[config.mk]
export PLATFORM = sky130hd
export DESIGN_NAME = crs_seq
export DESIGN_NICKNAME = d
export VERILOG_FILES = /design/src/rtl/crs_pkg.sv /design/src/rtl/crs_seq.sv /design/src/rtl/crs_target.sv
export SDC_FILE = /design/constraint.sdc
export NUM_CORES = 1
export LEC_CHECK = 0
export ABC_AREA = 1
export BUFFER_PORTS_ARGS = -buffer_cell sky130_fd_sc_hd__buf_2
export CAP_MARGIN = 20
export CORE_UTILIZATION = 35
export DETAILED_ROUTE_END_ITERATION = 16
export PLACE_DENSITY_LB_ADDON = 0.2
export SYNTH_ARGS = -nofsm -noshare
export SYNTH_HDL_FRONTEND = slang
export SYNTH_SLANG_ARGS = --single-unit
export TNS_END_PERCENT = 10
[constraint.sdc]
create_clock -name mclk -period 6.5 [get_ports mclk]
set_input_delay 0.65 -clock mclk [delete_from_list [all_inputs] [get_ports mclk]]
set_output_delay 0.65 -clock mclk [all_outputs]
set_load 0.03 [all_outputs]
[src/rtl/crs_pkg.sv]
// Operation
// - register call pushes PC+2, loads bank:pair
// - relative call pushes PC+3, adds displacement
// - short absolute call zero-fills upper bits
// - long absolute call loads 20-bit operand
// - table call reads vector from bank zero
// - break saves status word, then PC+2
// - break vector read from 7E and 7F
// - break lowers SP by four, clears enable
// - subroutine exit pops three bytes, flags kept
// - interrupt/break exit also pops status word
// - listed counts for RAM and register data
// - RAM fetch stretches count to 4N+6
package crs_pkg;
	localparam int AW = 20;
	localparam int SW = 16;
	localparam int CW = 6;
	typedef enum logic [3:0] {
		OP_CALL_REG = 4'h0,
		OP_CALL_REL = 4'h1,
		OP_CALL_ABS16 = 4'h2,
		OP_CALL_ABS20 = 4'h3,
		OP_TBL = 4'h4,
		OP_BRK = 4'h5,
		OP_RET = 4'h6,
		OP_INTERRUPT_EXIT = 4'h7,
		OP_BREAK_EXIT = 4'h8
	} crs_op_t;
	typedef enum logic [1:0] {
		ST_IDLE = 2'h0,
		ST_RUN = 2'h1
	} crs_st_t;
	localparam logic [CW-1:0] CLK_CALL = 6'h04;
	localparam logic [CW-1:0] CLK_TBL = 6'h06;
	localparam logic [CW-1:0] CLK_BRK = 6'h07;
	localparam logic [CW-1:0] CLK_RET = 6'h07;
	localparam logic [CW-1:0] CLK_INTERRUPT_EXIT = 6'h08;
	localparam int RAM_SHIFT = 2;
	localparam logic [CW-1:0] RAM_ADD = 6'h06;
	localparam logic [AW-1:0] LEN_2 = 20'h00002;
	localparam logic [AW-1:0] LEN_3 = 20'h00003;
	localparam logic [AW-1:0] LEN_4 = 20'h00004;
	localparam logic [SW-1:0] OFS_PSW = 16'h0001;
	localparam logic [SW-1:0] OFS_TOP = 16'h0002;
	localparam logic [SW-1:0] POP_PSW = 16'h0003;
	localparam logic [SW-1:0] SP_ADJ = 16'h0004;
	localparam logic [SW-1:0] TBL_NEXT = 16'h0001;
	localparam logic [AW-1:0] VEC_LOW = 20'h0007E;
	localparam logic [AW-1:0] VEC_HIGH = 20'h0007F;
	localparam logic [3:0] LOW_BANK = 4'h0;
	localparam logic [3:0] STACK_BANK = 4'h0;
	localparam int IE_BIT = 7;
	localparam logic [1:0] TAG_LOW = 2'h0;
	localparam logic [1:0] TAG_MID = 2'h1;
	localparam logic [1:0] TAG_TOP = 2'h2;
	localparam logic [1:0] TAG_PSW = 2'h3;
	localparam logic [CW-1:0] STEP0 = 6'h00;
	localparam logic [CW-1:0] STEP1 = 6'h01;
	localparam logic [CW-1:0] STEP2 = 6'h02;
	localparam logic [CW-1:0] STEP3 = 6'h03;
	localparam logic [CW-1:0] STEP4 = 6'h04;
	localparam logic [CW-1:0] STEP5 = 6'h05;
	typedef struct packed {
		crs_op_t op;
		logic ram_fetch;
		logic [AW-1:0] pc;
		logic [SW-1:0] sp;
		logic [7:0] program_status_word;
		logic [3:0] bank;
		logic [SW-1:0] pair;
		logic [SW-1:0] rel;
		logic [SW-1:0] abs16;
		logic [AW-1:0] abs20;
		logic [SW-1:0] tidx;
	} crs_cmd_t;
	typedef struct packed {
		logic req;
		logic we;
		logic [AW-1:0] addr;
		logic [7:0] wdata;
	} crs_mem_t;
	typedef struct packed {
		logic done;
		logic busy;
		logic [AW-1:0] pc;
		logic [SW-1:0] sp;
		logic [7:0] program_status_word;
	} crs_res_t;
	typedef struct packed {
		crs_st_t st;
		crs_op_t op;
		logic [CW-1:0] cnt;
		logic [CW-1:0] lim;
		logic [AW-1:0] ret;
		logic [AW-1:0] pc;
		logic [SW-1:0] sp;
		logic [7:0] program_status_word;
		logic [SW-1:0] tidx;
		logic rd_pend;
		logic [1:0] rd_tag;
		logic rd_due;
		logic [1:0] due_tag;
		crs_mem_t mem;
		crs_res_t res;
	} crs_state_t;
endpackage : crs_pkg

[src/rtl/crs_seq.sv]
`timescale 1ns/10ps
module crs_seq import crs_pkg::*; (
	input wire logic mclk,
	input wire logic rst,
	input wire logic start,
	input crs_cmd_t cmd,
	input wire logic [7:0] mem_rdata,
	output crs_mem_t mem,
	output crs_res_t res
);
	crs_state_t s_q;
	crs_state_t s_d;
	logic [AW-1:0] ret_addr;
	logic [AW-1:0] target;
	logic [CW-1:0] base_clk;
	logic [SW-1:0] ofs;
	logic [1:0] widx;
	logic is_pop;

	crs_target u_target (
		.cmd(cmd),
		.ret_addr(ret_addr),
		.target(target)
	);

	function automatic logic [7:0] ret_byte(input logic [AW-1:0] r, input logic [1:0] k);
		case (k)
			TAG_LOW: ret_byte = {4'h0, r[19:16]};
			TAG_MID: ret_byte = r[15:8];
			default: ret_byte = r[7:0];
		endcase
	endfunction : ret_byte

	always_comb begin
		case (cmd.op)
			OP_CALL_REG, OP_CALL_REL, OP_CALL_ABS16, OP_CALL_ABS20: base_clk = CLK_CALL;
			OP_TBL: base_clk = CLK_TBL;
			OP_BRK: base_clk = CLK_BRK;
			OP_RET: base_clk = CLK_RET;
			default: base_clk = CLK_INTERRUPT_EXIT;
		endcase
	end

	always_comb begin
		s_d = s_q;
		s_d.mem = '0;
		s_d.res.done = 1'b0;
		s_d.rd_pend = 1'b0;
		// data shows on the pins the cycle after the request leaves the port
		s_d.rd_due = s_q.rd_pend;
		s_d.due_tag = s_q.rd_tag;
		ofs = '0;
		widx = '0;
		// synchronous memory: read byte is valid one cycle after the request
		if (s_q.rd_due) begin
			case (s_q.due_tag)
				TAG_LOW: s_d.pc[7:0] = mem_rdata;
				TAG_MID: s_d.pc[15:8] = mem_rdata;
				TAG_TOP: s_d.pc[19:16] = mem_rdata[3:0];
				default: s_d.program_status_word = mem_rdata;
			endcase
		end
		is_pop = (s_q.op == OP_RET) || (s_q.op == OP_INTERRUPT_EXIT) || (s_q.op == OP_BREAK_EXIT);
		case (s_q.st)
			ST_IDLE: begin
				if (start) begin
					s_d.st = ST_RUN;
					s_d.op = cmd.op;
					s_d.cnt = STEP0;
					s_d.lim = base_clk;
					if (cmd.ram_fetch) begin
						s_d.lim = (base_clk << RAM_SHIFT) + RAM_ADD;
					end
					s_d.ret = ret_addr;
					s_d.pc = target;
					s_d.sp = cmd.sp;
					s_d.program_status_word = cmd.program_status_word;
					s_d.tidx = cmd.tidx;
					s_d.res.busy = 1'b1;
				end
			end
			default: begin
				s_d.cnt = s_q.cnt + STEP1;
				if (s_q.cnt == s_q.lim - STEP1) begin
					s_d.st = ST_IDLE;
					s_d.res.busy = 1'b0;
					s_d.res.done = 1'b1;
					s_d.res.pc = s_d.pc;
					if (is_pop) begin
						s_d.res.sp = s_q.sp + SP_ADJ;
					end else begin
						s_d.res.sp = s_q.sp - SP_ADJ;
					end
					s_d.res.program_status_word = s_d.program_status_word;
					if (s_q.op == OP_BRK) begin
						s_d.res.program_status_word[IE_BIT] = 1'b0;
					end
				end
			end
		endcase
		// access for the coming cycle, so the port comes straight from flops
		if (s_d.st == ST_RUN) begin
			case (s_d.op)
				OP_BRK: begin
					if (s_d.cnt == STEP0) begin
						s_d.mem = '{req: 1'b1, we: 1'b1, addr: {STACK_BANK, s_d.sp - OFS_PSW}, wdata: s_d.program_status_word};
					end else if (s_d.cnt <= STEP3) begin
						ofs = SW'(s_d.cnt) + OFS_PSW;
						widx = 2'(s_d.cnt - STEP1);
						s_d.mem = '{req: 1'b1, we: 1'b1, addr: {STACK_BANK, s_d.sp - ofs},
							wdata: ret_byte(s_d.ret, widx)};
					end else if (s_d.cnt == STEP4) begin
						s_d.mem = '{req: 1'b1, we: 1'b0, addr: VEC_LOW, wdata: 8'h00};
						s_d.rd_tag = TAG_LOW;
					end else if (s_d.cnt == STEP5) begin
						s_d.mem = '{req: 1'b1, we: 1'b0, addr: VEC_HIGH, wdata: 8'h00};
						s_d.rd_tag = TAG_MID;
					end
				end
				OP_RET, OP_INTERRUPT_EXIT, OP_BREAK_EXIT: begin
					if (s_d.cnt <= STEP2) begin
						s_d.mem = '{req: 1'b1, we: 1'b0, addr: {STACK_BANK, s_d.sp + SW'(s_d.cnt)}, wdata: 8'h00};
						s_d.rd_tag = 2'(s_d.cnt);
					end else if (s_d.cnt == STEP3 && s_d.op != OP_RET) begin
						s_d.mem = '{req: 1'b1, we: 1'b0, addr: {STACK_BANK, s_d.sp + POP_PSW}, wdata: 8'h00};
						s_d.rd_tag = TAG_PSW;
					end
				end
				default: begin
					if (s_d.cnt <= STEP2) begin
						ofs = SW'(s_d.cnt) + OFS_TOP;
						widx = 2'(s_d.cnt);
						s_d.mem = '{req: 1'b1, we: 1'b1, addr: {STACK_BANK, s_d.sp - ofs},
							wdata: ret_byte(s_d.ret, widx)};
					end else if (s_d.op == OP_TBL && s_d.cnt == STEP3) begin
						s_d.mem = '{req: 1'b1, we: 1'b0, addr: {LOW_BANK, s_d.tidx}, wdata: 8'h00};
						s_d.rd_tag = TAG_LOW;
					end else if (s_d.op == OP_TBL && s_d.cnt == STEP4) begin
						// middle byte from index plus one
						s_d.mem = '{req: 1'b1, we: 1'b0, addr: {LOW_BANK, s_d.tidx + TBL_NEXT}, wdata: 8'h00};
						s_d.rd_tag = TAG_MID;
					end
				end
			endcase
			s_d.rd_pend = s_d.mem.req & ~s_d.mem.we;
		end
	end

	always_ff @(posedge mclk) begin
		if (rst) begin
			s_q <= '0;
		end else begin
			s_q <= s_d;
		end
	end

	assign mem = s_q.mem;
	assign res = s_q.res;

	logic take;
	assign take = start && (s_q.st == ST_IDLE);
endmodule : crs_seq

[src/rtl/crs_target.sv]
`timescale 1ns/10ps
module crs_target import crs_pkg::*; (
	input crs_cmd_t cmd,
	output logic [AW-1:0] ret_addr,
	output logic [AW-1:0] target
);
	logic [AW-1:0] len;
	always_comb begin
		case (cmd.op)
			OP_CALL_REL, OP_CALL_ABS16: len = LEN_3;
			OP_CALL_ABS20: len = LEN_4;
			default: len = LEN_2;
		endcase
		ret_addr = cmd.pc + len;
		case (cmd.op)
			OP_CALL_REG: target = {cmd.bank, cmd.pair};
			OP_CALL_REL: target = ret_addr + {{(AW-SW){cmd.rel[SW-1]}}, cmd.rel};
			OP_CALL_ABS16: target = {LOW_BANK, cmd.abs16};
			OP_CALL_ABS20: target = cmd.abs20;
			// vector or popped bytes arrive later; top byte stays clear unless an exit pops it
			default: target = '0;
		endcase
	end
endmodule : crs_target

==> results of run 1 <==
## routing by layer
layer | share of wire | track usage | vias up
met3 | 0.075 | 0.04336 | 69
li1 | - | - | 7735
met4 | 0.026 | 0.08036 | 0
met1 | 0.48 | 0.3499 | 6925
met5 | 0 | 0 | -
met2 | 0.42 | 0.3683 | 526
## placed cells by master (no fill, tap or decap), types with 6 or more instances in the layout
cell,count
nand2_1,639
nand3_1,245
inv_1,243
nor2_1,237
buf_2,219
dfxtp_1,176
o21ai_0,134
a21oi_1,125
ha_1,72
xor2_1,34
nand4_1,32
or2_2,22
nor3_1,20
inv_2,18
nor2_2,17
o21ai_1,17
clkbuf_16,17
nand2_2,16
nand3b_1,14
a31oi_1,12
buf_4,12
nor2_4,11
o21bai_1,9
xnor2_1,8
a22o_1,8
a221oi_1,7
o21ai_2,6
a21o_1,6
a211oi_1,6
fa_1,6
## critical path: stages
cell and delay (ns):
buf_2 0.13, nor2_1 0.23, inv_1 0.15, nor2_1 0.33, ha_1 0.28, inv_1 0.07, fa_1 0.40, inv_1 0.07
a21oi_1 0.10, nor2_1 0.34, nand2_1 0.15, nor2_1 0.11, nand2_1 0.05, nand2_1 0.10, inv_1 0.06, ha_1 0.39
nand2_1 0.07, inv_1 0.11, nand2_1 0.09, nor3_1 0.19, nand4_1 0.14, nand3_1 0.11, nand2_1 0.05, nand3_1 0.09
nand4_1 0.09, nand2_1 0.10, a21oi_1 0.04
## area by class of cell
type / count / area (sq um)
Clock inverter: 15 / 181.4
Timing Repair Buffer: 232 / 1206
Clock buffer: 17 / 425.4
Fill cell: 4395 / 24870
Sequential cell: 176 / 3523
Tap cell: 532 / 665.6
Inverter: 264 / 991.0
Multi-Input combinational cell: 1758 / 9064
## power breakdown
part           internal, uW  switching (uW)
Clock                   525             548
Sequential             1140            24.8
Combinational           381             858
## path summary, 6_finish.rpt
check                  end  slack (ns)  cells past startpoint
setup / recovery  s_q[139]        2.13                     27
hold / removal     s_q[78]        0.44                      2
setup reg to reg   mem[21]        2.49                     18
hold reg to reg    s_q[78]        0.44                      2
## sequential cells by signal, summed over array words and instances (netlist names)
| register | flops |
|---|---|
| s_q | 101 |
| res | 46 |
| mem | 26 |
| s_d | 3 |
## cells by family (layout without fill, tap and decap cells)
family | after synthesis | count (layout) | synth area share
AND/OR/NAND/NOR | 1275 | 1275 | 0.3845
buffers and inverters | 421 | 528 | 0.1369
AO/OA/AOI/OAI | 356 | 356 | 0.1383
flip-flops | 176 | 176 | 0.2418
adder cells (fa/ha/maj) | 78 | 78 | 0.07007
XOR/XNOR | 43 | 43 | 0.02679
multiplexers | 2 | 2 | 0.001374
other | 1 | 4 | 0.0002574
## stage by stage
stage / hold WS [ns] / area [sq um]
after global routing: 0.4688 / 16060
final: 0.4426 / 16060
after global placement: 0.4398 / 15430
after CTS: 0.4364 / 16060
after detailed placement: 0.4424 / 15450
after floorplan: 0.3883 / 14580
==> run_summary.xml, run 1 <==
<?xml version="1.0" encoding="UTF-8"?>
<metrics>
  <group name="synth">
    <metric name="number_of_standard_cells_after_synthesis" unit="">2352</metric>
    <metric name="synth-seq-area-share" unit="">0.2418</metric>
    <metric name="post-synth-top-area-cell" unit="">dfxtp_1</metric>
    <metric name="synth-edff-count" unit="">0</metric>
    <metric name="post_synth_instance_area" unit="sq um">14570</metric>
    <metric name="synth-async-reset-ratio" unit="">0</metric>
    <metric name="ys.flop_type" unit="">dfxtp_1</metric>
    <metric name="synth.most_common_cell" unit="">nand2_1</metric>
    <metric name="number_of_synthesized_register_bits" unit="">176</metric>
    <metric name="synth.top_cell.area_share" unit="">0.2418</metric>
    <metric name="top_cells_by_area_synth" unit="">dfxtp_1 24%, nand2_1 16%, nand3_1 8.4%</metric>
    <metric name="yosysWarnings" unit="">0</metric>
    <metric name="avgSynthCellArea" unit="sq um">6.195</metric>
    <metric name="synthDistinctLibCells" unit="">58</metric>
    <metric name="yosys-top-cells-count" unit="">639 x nand2_1, 245 x nand3_1, 244 x inv_1, 237 x nor2_1, 176 x dfxtp_1</metric>
  </group>
  <group name="critical_path">
    <metric name="critical_path_class" unit="">in -&gt; reg</metric>
    <metric name="r2r_start" unit="">s_q[179]</metric>
    <metric name="timing.critical_path.required" unit="ns">6.82</metric>
    <metric name="critical_path.startpoint_type" unit="">input port</metric>
    <metric name="cp.arrival" unit="ns">4.69</metric>
    <metric name="setup.worst_path.end_class" unit="">flip-flop</metric>
    <metric name="critical_path.max_fanout" unit="">6</metric>
    <metric name="critical_path.startpoint" unit="">cmd[136]</metric>
  </group>
  <group name="timing">
    <metric name="fin_worst_skew" unit="ns">0.01430</metric>
    <metric name="number_of_hold_slack_violations_in_the_final_timing_report" unit="">0</metric>
    <metric name="timing.slew.headroom" unit="">0.2975</metric>
    <metric name="worst_slack" unit="ns">2.126</metric>
    <metric name="period_minus_slack" unit="ns">4.374</metric>
    <metric name="fmaxAchievable" unit="MHz">228.6</metric>
    <metric name="maxSlewViolCount" unit="">0</metric>
    <metric name="worst_pin_slew" unit="ns">1.043</metric>
    <metric name="setup-tns-final" unit="ns">0</metric>
    <metric name="grt_setup_unrepaired" unit="">false</metric>
    <metric name="timing.final.setup_violations" unit="">0</metric>
    <metric name="finalCritPeriodShare" unit="">0.6729</metric>
  </group>
  <group name="final_layout">
    <metric name="layout.nets" unit="">2675</metric>
    <metric name="synthToLayoutAreaGrowth" unit="%">10.20</metric>
    <metric name="antenna-diode-count" unit="">0</metric>
    <metric name="layout-drive-gt1-share" unit="">0.1507</metric>
    <metric name="post_layout_nonfiller_instances" unit="">2994</metric>
    <metric name="final_core_util" unit="">0.3924</metric>
  </group>
  <group name="cts">
    <metric name="numCtsBuffers" unit="">17</metric>
    <metric name="tritoncts_clock_tree" unit="">yes</metric>
    <metric name="clkSlewWorstSetupHoldPaths" unit="ns">0.08</metric>
    <metric name="post_cts_hold_buffer_count" unit="">0</metric>
    <metric name="clock_insertion_delay_worst_skew" unit="ns">0.46</metric>
    <metric name="cts_resized" unit="">0</metric>
    <metric name="cts_root_buf" unit="">clkbuf_16</metric>
    <metric name="ctsHtreeMaxLevel" unit="">4</metric>
    <metric name="cts-root-to-sink-buffers" unit="">2</metric>
    <metric name="post_cts_buffers" unit="">0</metric>
    <metric name="cts_sinks" unit="">176</metric>
  </group>
  <group name="floorplanning">
    <metric name="placementRows" unit="">74</metric>
    <metric name="die_height" unit="microns">206.0</metric>
    <metric name="floorplan.initialDensity" unit="">0.3560</metric>
    <metric name="floorplan.die_area" unit="sq um">42450</metric>
    <metric name="io-pin-count" unit="">224</metric>
    <metric name="die_w" unit="microns">206.0</metric>
    <metric name="core-area" unit="sq um">40920</metric>
  </group>
  <group name="power">
    <metric name="power_per_cell_area" unit="nW/um^2">216.7</metric>
    <metric name="leakage" unit="uW">0.007985</metric>
    <metric name="max-vdd-ir-drop" unit="uV">127.2</metric>
    <metric name="totalPowerFinal" unit="uW">3479</metric>
  </group>
  <group name="worst_hold_path">
    <metric name="timing.hold.worst.class" unit="">reg -&gt; reg</metric>
    <metric name="hold_start" unit="">s_d[78]</metric>
  </group>
  <group name="placement">
    <metric name="placer_congestion" unit="">0.9606</metric>
    <metric name="dp.cells" unit="">2962</metric>
    <metric name="port-buffer-count" unit="">219</metric>
    <metric name="place.detailed.hpwl" unit="mm">40.64</metric>
    <metric name="place_worst_setup_slack" unit="ns">1.692</metric>
  </group>
  <group name="detailed_routing">
    <metric name="first_iter_violations" unit="">1564</metric>
    <metric name="ant_nets" unit="">0</metric>
    <metric name="route.vias.total" unit="">15260</metric>
    <metric name="drc_errors" unit="">0</metric>
    <metric name="detail_route.wirelength" unit="mm">51.88</metric>
    <metric name="detail_route.first_pass.iterations" unit="">5</metric>
    <metric name="routedWlPerCell" unit="microns">17.33</metric>
    <metric name="avgViaCountPerCell" unit="">5.095</metric>
  </group>
  <group name="grt">
    <metric name="first_pass_grt_wire_length" unit="mm">80.01</metric>
    <metric name="grt.overflow.total" unit="">0</metric>
    <metric name="track_usage" unit="">0.2451</metric>
    <metric name="grt_pass1_vias" unit="">14290</metric>
    <metric name="pin_count_of_the_biggest_net_entering_global_routing" unit="">82</metric>
    <metric name="initial_antenna_violation_count" unit="">1</metric>
  </group>
  <group name="job">
    <metric name="max_cap_violations" unit="">0</metric>
  </group>
  <group name="run_status">
    <metric name="status" unit="">finished clean</metric>
  </group>
</metrics>
No activity file was read; power rests on OpenSTA's default activity.
==> run 2: changes to the inputs <==
--- a/config.mk
+++ b/config.mk
@@ -5,7 +5,7 @@
 export SDC_FILE = /design/constraint.sdc
 export NUM_CORES = 1
 export LEC_CHECK = 0
-export ABC_AREA = 1
+export ABC_AREA = 0
 export BUFFER_PORTS_ARGS = -buffer_cell sky130_fd_sc_hd__buf_2
 export CAP_MARGIN = 20
 export CORE_UTILIZATION = 35
==> constraint.sdc (replaced) <==
create_clock -name mclk -period 3.77 [get_ports mclk]
set_input_delay 0.377 -clock mclk [delete_from_list [all_inputs] [get_ports mclk]]
set_output_delay 0.377 -clock mclk [all_outputs]
set_load 0.03 [all_outputs]
==> run_summary.xml, run 2 <==
<?xml version="1.0" encoding="UTF-8"?>
<metrics>
  <group name="run_status">
    <metric name="status" unit="">finished clean</metric>
  </group>
  <group name="floorplanning">
    <metric name="core-area" unit="sq um">36610</metric>
    <metric name="placementRows" unit="">70</metric>
    <metric name="die_w" unit="microns">195.0</metric>
    <metric name="io-pin-count" unit="">224</metric>
    <metric name="die_height" unit="microns">195.0</metric>
    <metric name="floorplan.die_area" unit="sq um">38010</metric>
    <metric name="floorplan.initialDensity" unit="">0.3560</metric>
  </group>
  <group name="timing">
    <metric name="setup-tns-final" unit="ns">0</metric>
    <metric name="finalCritPeriodShare" unit="">0.9464</metric>
    <metric name="period_minus_slack" unit="ns">3.568</metric>
    <metric name="timing.slew.headroom" unit="">0.2613</metric>
    <metric name="fmaxAchievable" unit="MHz">280.3</metric>
    <metric name="worst_slack" unit="ns">0.2022</metric>
    <metric name="fin_worst_skew" unit="ns">0.01298</metric>
    <metric name="grt_setup_unrepaired" unit="">true</metric>
    <metric name="maxSlewViolCount" unit="">0</metric>
    <metric name="worst_pin_slew" unit="ns">1.077</metric>
    <metric name="timing.final.setup_violations" unit="">0</metric>
    <metric name="finalHoldWorstSlack" unit="ns">0.1700</metric>
    <metric name="number_of_hold_slack_violations_in_the_final_timing_report" unit="">0</metric>
  </group>
  <group name="cts">
    <metric name="clkSlewWorstSetupHoldPaths" unit="ns">0.08</metric>
    <metric name="post_cts_hold_buffer_count" unit="">0</metric>
    <metric name="ctsHtreeMaxLevel" unit="">4</metric>
    <metric name="tritoncts_clock_tree" unit="">yes</metric>
    <metric name="numCtsBuffers" unit="">17</metric>
    <metric name="cts_sinks" unit="">176</metric>
    <metric name="cts_root_buf" unit="">clkbuf_16</metric>
    <metric name="clock_insertion_delay_worst_skew" unit="ns">0.46</metric>
    <metric name="cts-root-to-sink-buffers" unit="">2</metric>
  </group>
  <group name="grt">
    <metric name="first_pass_grt_wire_length" unit="mm">69.88</metric>
    <metric name="initial_antenna_violation_count" unit="">2</metric>
    <metric name="pin_count_of_the_biggest_net_entering_global_routing" unit="">80</metric>
    <metric name="grt_pass1_vias" unit="">11940</metric>
    <metric name="track_usage" unit="">0.2377</metric>
    <metric name="grt.overflow.total" unit="">0</metric>
  </group>
  <group name="critical_path">
    <metric name="timing.critical_path.required" unit="ns">4.11</metric>
    <metric name="critical_path.startpoint_type" unit="">input port</metric>
    <metric name="setup.worst_path.end_class" unit="">flip-flop</metric>
    <metric name="worstRegToRegCells" unit="">9</metric>
    <metric name="cp.arrival" unit="ns">3.91</metric>
    <metric name="critical_path_class" unit="">in -&gt; reg</metric>
    <metric name="critical_path.max_fanout" unit="">4</metric>
  </group>
  <group name="detailed_routing">
    <metric name="route.vias.total" unit="">12730</metric>
    <metric name="detail_route.first_pass.iterations" unit="">5</metric>
    <metric name="detail_route.wirelength" unit="mm">45.91</metric>
    <metric name="drc_errors" unit="">0</metric>
    <metric name="avgViaCountPerCell" unit="">5.402</metric>
    <metric name="ant_nets" unit="">0</metric>
    <metric name="routedWlPerCell" unit="microns">19.49</metric>
    <metric name="first_iter_violations" unit="">975</metric>
  </group>
  <group name="power">
    <metric name="max-vdd-ir-drop" unit="uV">329.6</metric>
    <metric name="power_per_cell_area" unit="nW/um^2">363.5</metric>
    <metric name="leakage" unit="uW">0.006834</metric>
  </group>
  <group name="placement">
    <metric name="dpl_cell_area" unit="sq um">15120</metric>
    <metric name="place_worst_setup_slack" unit="ns">-0.3124</metric>
    <metric name="place.detailed.hpwl" unit="mm">36.26</metric>
    <metric name="port-buffer-count" unit="">219</metric>
    <metric name="placer_congestion" unit="">0.9402</metric>
  </group>
  <group name="final_layout">
    <metric name="layout.cells.most_common" unit="">buf_2</metric>
    <metric name="num-fill-cells" unit="">3770</metric>
    <metric name="layout.cells.most_common_list" unit="">218 x buf_2, 208 x nor2_1, 176 x dfxtp_1, 147 x buf_4, 135 x nand2_1</metric>
    <metric name="final_core_util" unit="">0.4320</metric>
    <metric name="synthToLayoutAreaGrowth" unit="%">21.36</metric>
    <metric name="layout-drive-gt1-share" unit="">0.2561</metric>
    <metric name="fin_area" unit="sq um">15820</metric>
    <metric name="registers.top_by_ff_count" unit="">s_q</metric>
    <metric name="layout.nets" unit="">2099</metric>
    <metric name="register_area" unit="sq um">3523</metric>
    <metric name="total_area_of_multi_input_combinational_cells" unit="sq um">8608</metric>
    <metric name="number_of_flip_flops_under_the_largest_register_name" unit="">101</metric>
  </group>
  <group name="synth">
    <metric name="synth-seq-area-share" unit="">0.2704</metric>
    <metric name="number_of_standard_cells_after_synthesis" unit="">1641</metric>
    <metric name="post_synth_instance_area" unit="sq um">13030</metric>
    <metric name="synth.top_cell.area_share" unit="">0.2704</metric>
    <metric name="synth-edff-count" unit="">0</metric>
    <metric name="ys.flop_type" unit="">dfxtp_1</metric>
    <metric name="synthDistinctLibCells" unit="">89</metric>
    <metric name="avgSynthCellArea" unit="sq um">7.942</metric>
    <metric name="post-synth-top-area-cell" unit="">dfxtp_1</metric>
    <metric name="top_cells_by_area_synth" unit="">dfxtp_1 27%, ha_1 6.9%, nor2_1 6.0%</metric>
    <metric name="yosys-top-cells-count" unit="">210 x nor2_1, 176 x dfxtp_1, 135 x nand2_1, 101 x a21oi_1, 84 x o21ai_0</metric>
    <metric name="number_of_synthesized_register_bits" unit="">176</metric>
    <metric name="yosysWarnings" unit="">0</metric>
    <metric name="synth-async-reset-ratio" unit="">0</metric>
    <metric name="synth.most_common_cell" unit="">nor2_1</metric>
  </group>
  <group name="job">
    <metric name="max_cap_violations" unit="">0</metric>
  </group>
  <group name="worst_hold_path">
    <metric name="timing.hold.worst.class" unit="">in -&gt; reg</metric>
    <metric name="holdPathStages" unit="">3</metric>
  </group>
</metrics>
==> run 2: cell types whose count changed after synthesis, moves of 27 or more <==
cell,delta
a211oi_1,+47
inv_1,-186
mux2i_1,+74
nand2_1,-504
nand3_1,-190
nor2_1,-27
nor2b_1,+29
o21ai_0,-50
xnor2_1,+44
==> run 2: layout make-up <==
class                   count  share of cell area
clock inverters            14             0.01147
clock buffers              18             0.02777
inverters                  60             0.01440
well taps                 468             0.03702
diodes                      2           0.0003164
multi-input cells        1250              0.5443
repair buffers            368              0.1420
flip-flops and latches    176              0.2228
==> run 2: path summary, 6_finish.rpt <==
check             startpoint       end  slack (ns)
hold reg to reg      res[17]   res[17]        0.45
setup reg to reg    s_q[179]    mem[0]        0.23
hold / removal        cmd[8]   s_q[90]        0.17
setup / recovery    cmd[136]  s_q[134]        0.20
==> run 2: critical path, cell delays in order <==
cell       delay (ns)
buf_2            0.11
or2_4            0.28
nor2_4           0.11
ha_2             0.19
inv_2            0.04
fa_2             0.38
nor2b_4          0.19
o2111ai_2        0.15
xnor2_1          0.31
ha_1             0.29
nor3_1           0.08
buf_4            0.14
a211oi_2         0.36
o32ai_4          0.15
xnor2_1          0.15
mux4_2           0.46
nand2b_1         0.08
o21ai_0          0.07
==> run 2: logic make-up (layout without fill, tap and decap cells) <==
group / Yosys count / in the layout / synth area share
and+or+nand+nor: 575 / 575 / 0.2094
AOI/OAI and AO/OA: 411 / 411 / 0.2118
buffers and inverters: 218 / 460 / 0.08708
DFF: 176 / 176 / 0.2704
muxes: 95 / 95 / 0.08429
xor gates and xnor gates: 87 / 87 / 0.05847
adders and majority gates: 78 / 78 / 0.07834
other: 1 / 6 / 0.0002877
==> run 2: repair_timing <==
action | in CTS | in global routing
endpoints found under the hold margin | 0 | 0
endpoints found under the setup margin | 0 | 15
resized for setup | 0 | 15
buffers inserted | 0 | 1
==> run 2: power breakdown <==
part	total [uW]	switching [uW]	leakage [uW]	internal, uW
Clock	1870	945	0.000299	928
Sequential	2000	52.7	0.00144	1950
Combinational	1870	1090	0.00510	782
Total	5750	2090	0.00683	3660
==> run 2: metrics by stage <==
stage / total power [uW] / std cells
6_report: 5750 / 2356
4_1_cts: 5746 / 2353
5_1_grt: 6024 / 2356
3_3_place_gp: 3859 / 2321
2_1_floorplan: 3231 / 1644
3_5_place_dp: 3865 / 2321
==> run 2: per-layer routing <==
| metal | vias to the layer above | wire (microns) | track usage |
|---|---|---|---|
| met2 | 418 | 19890 | 0.3626 |
| met4 | 0 | 576 | 0.05949 |
| li1 | 6275 | - | - |
| met3 | 29 | 2717 | 0.03713 |
| met1 | 6005 | 22730 | 0.3459 |
| met5 | - | 0 | 0 |
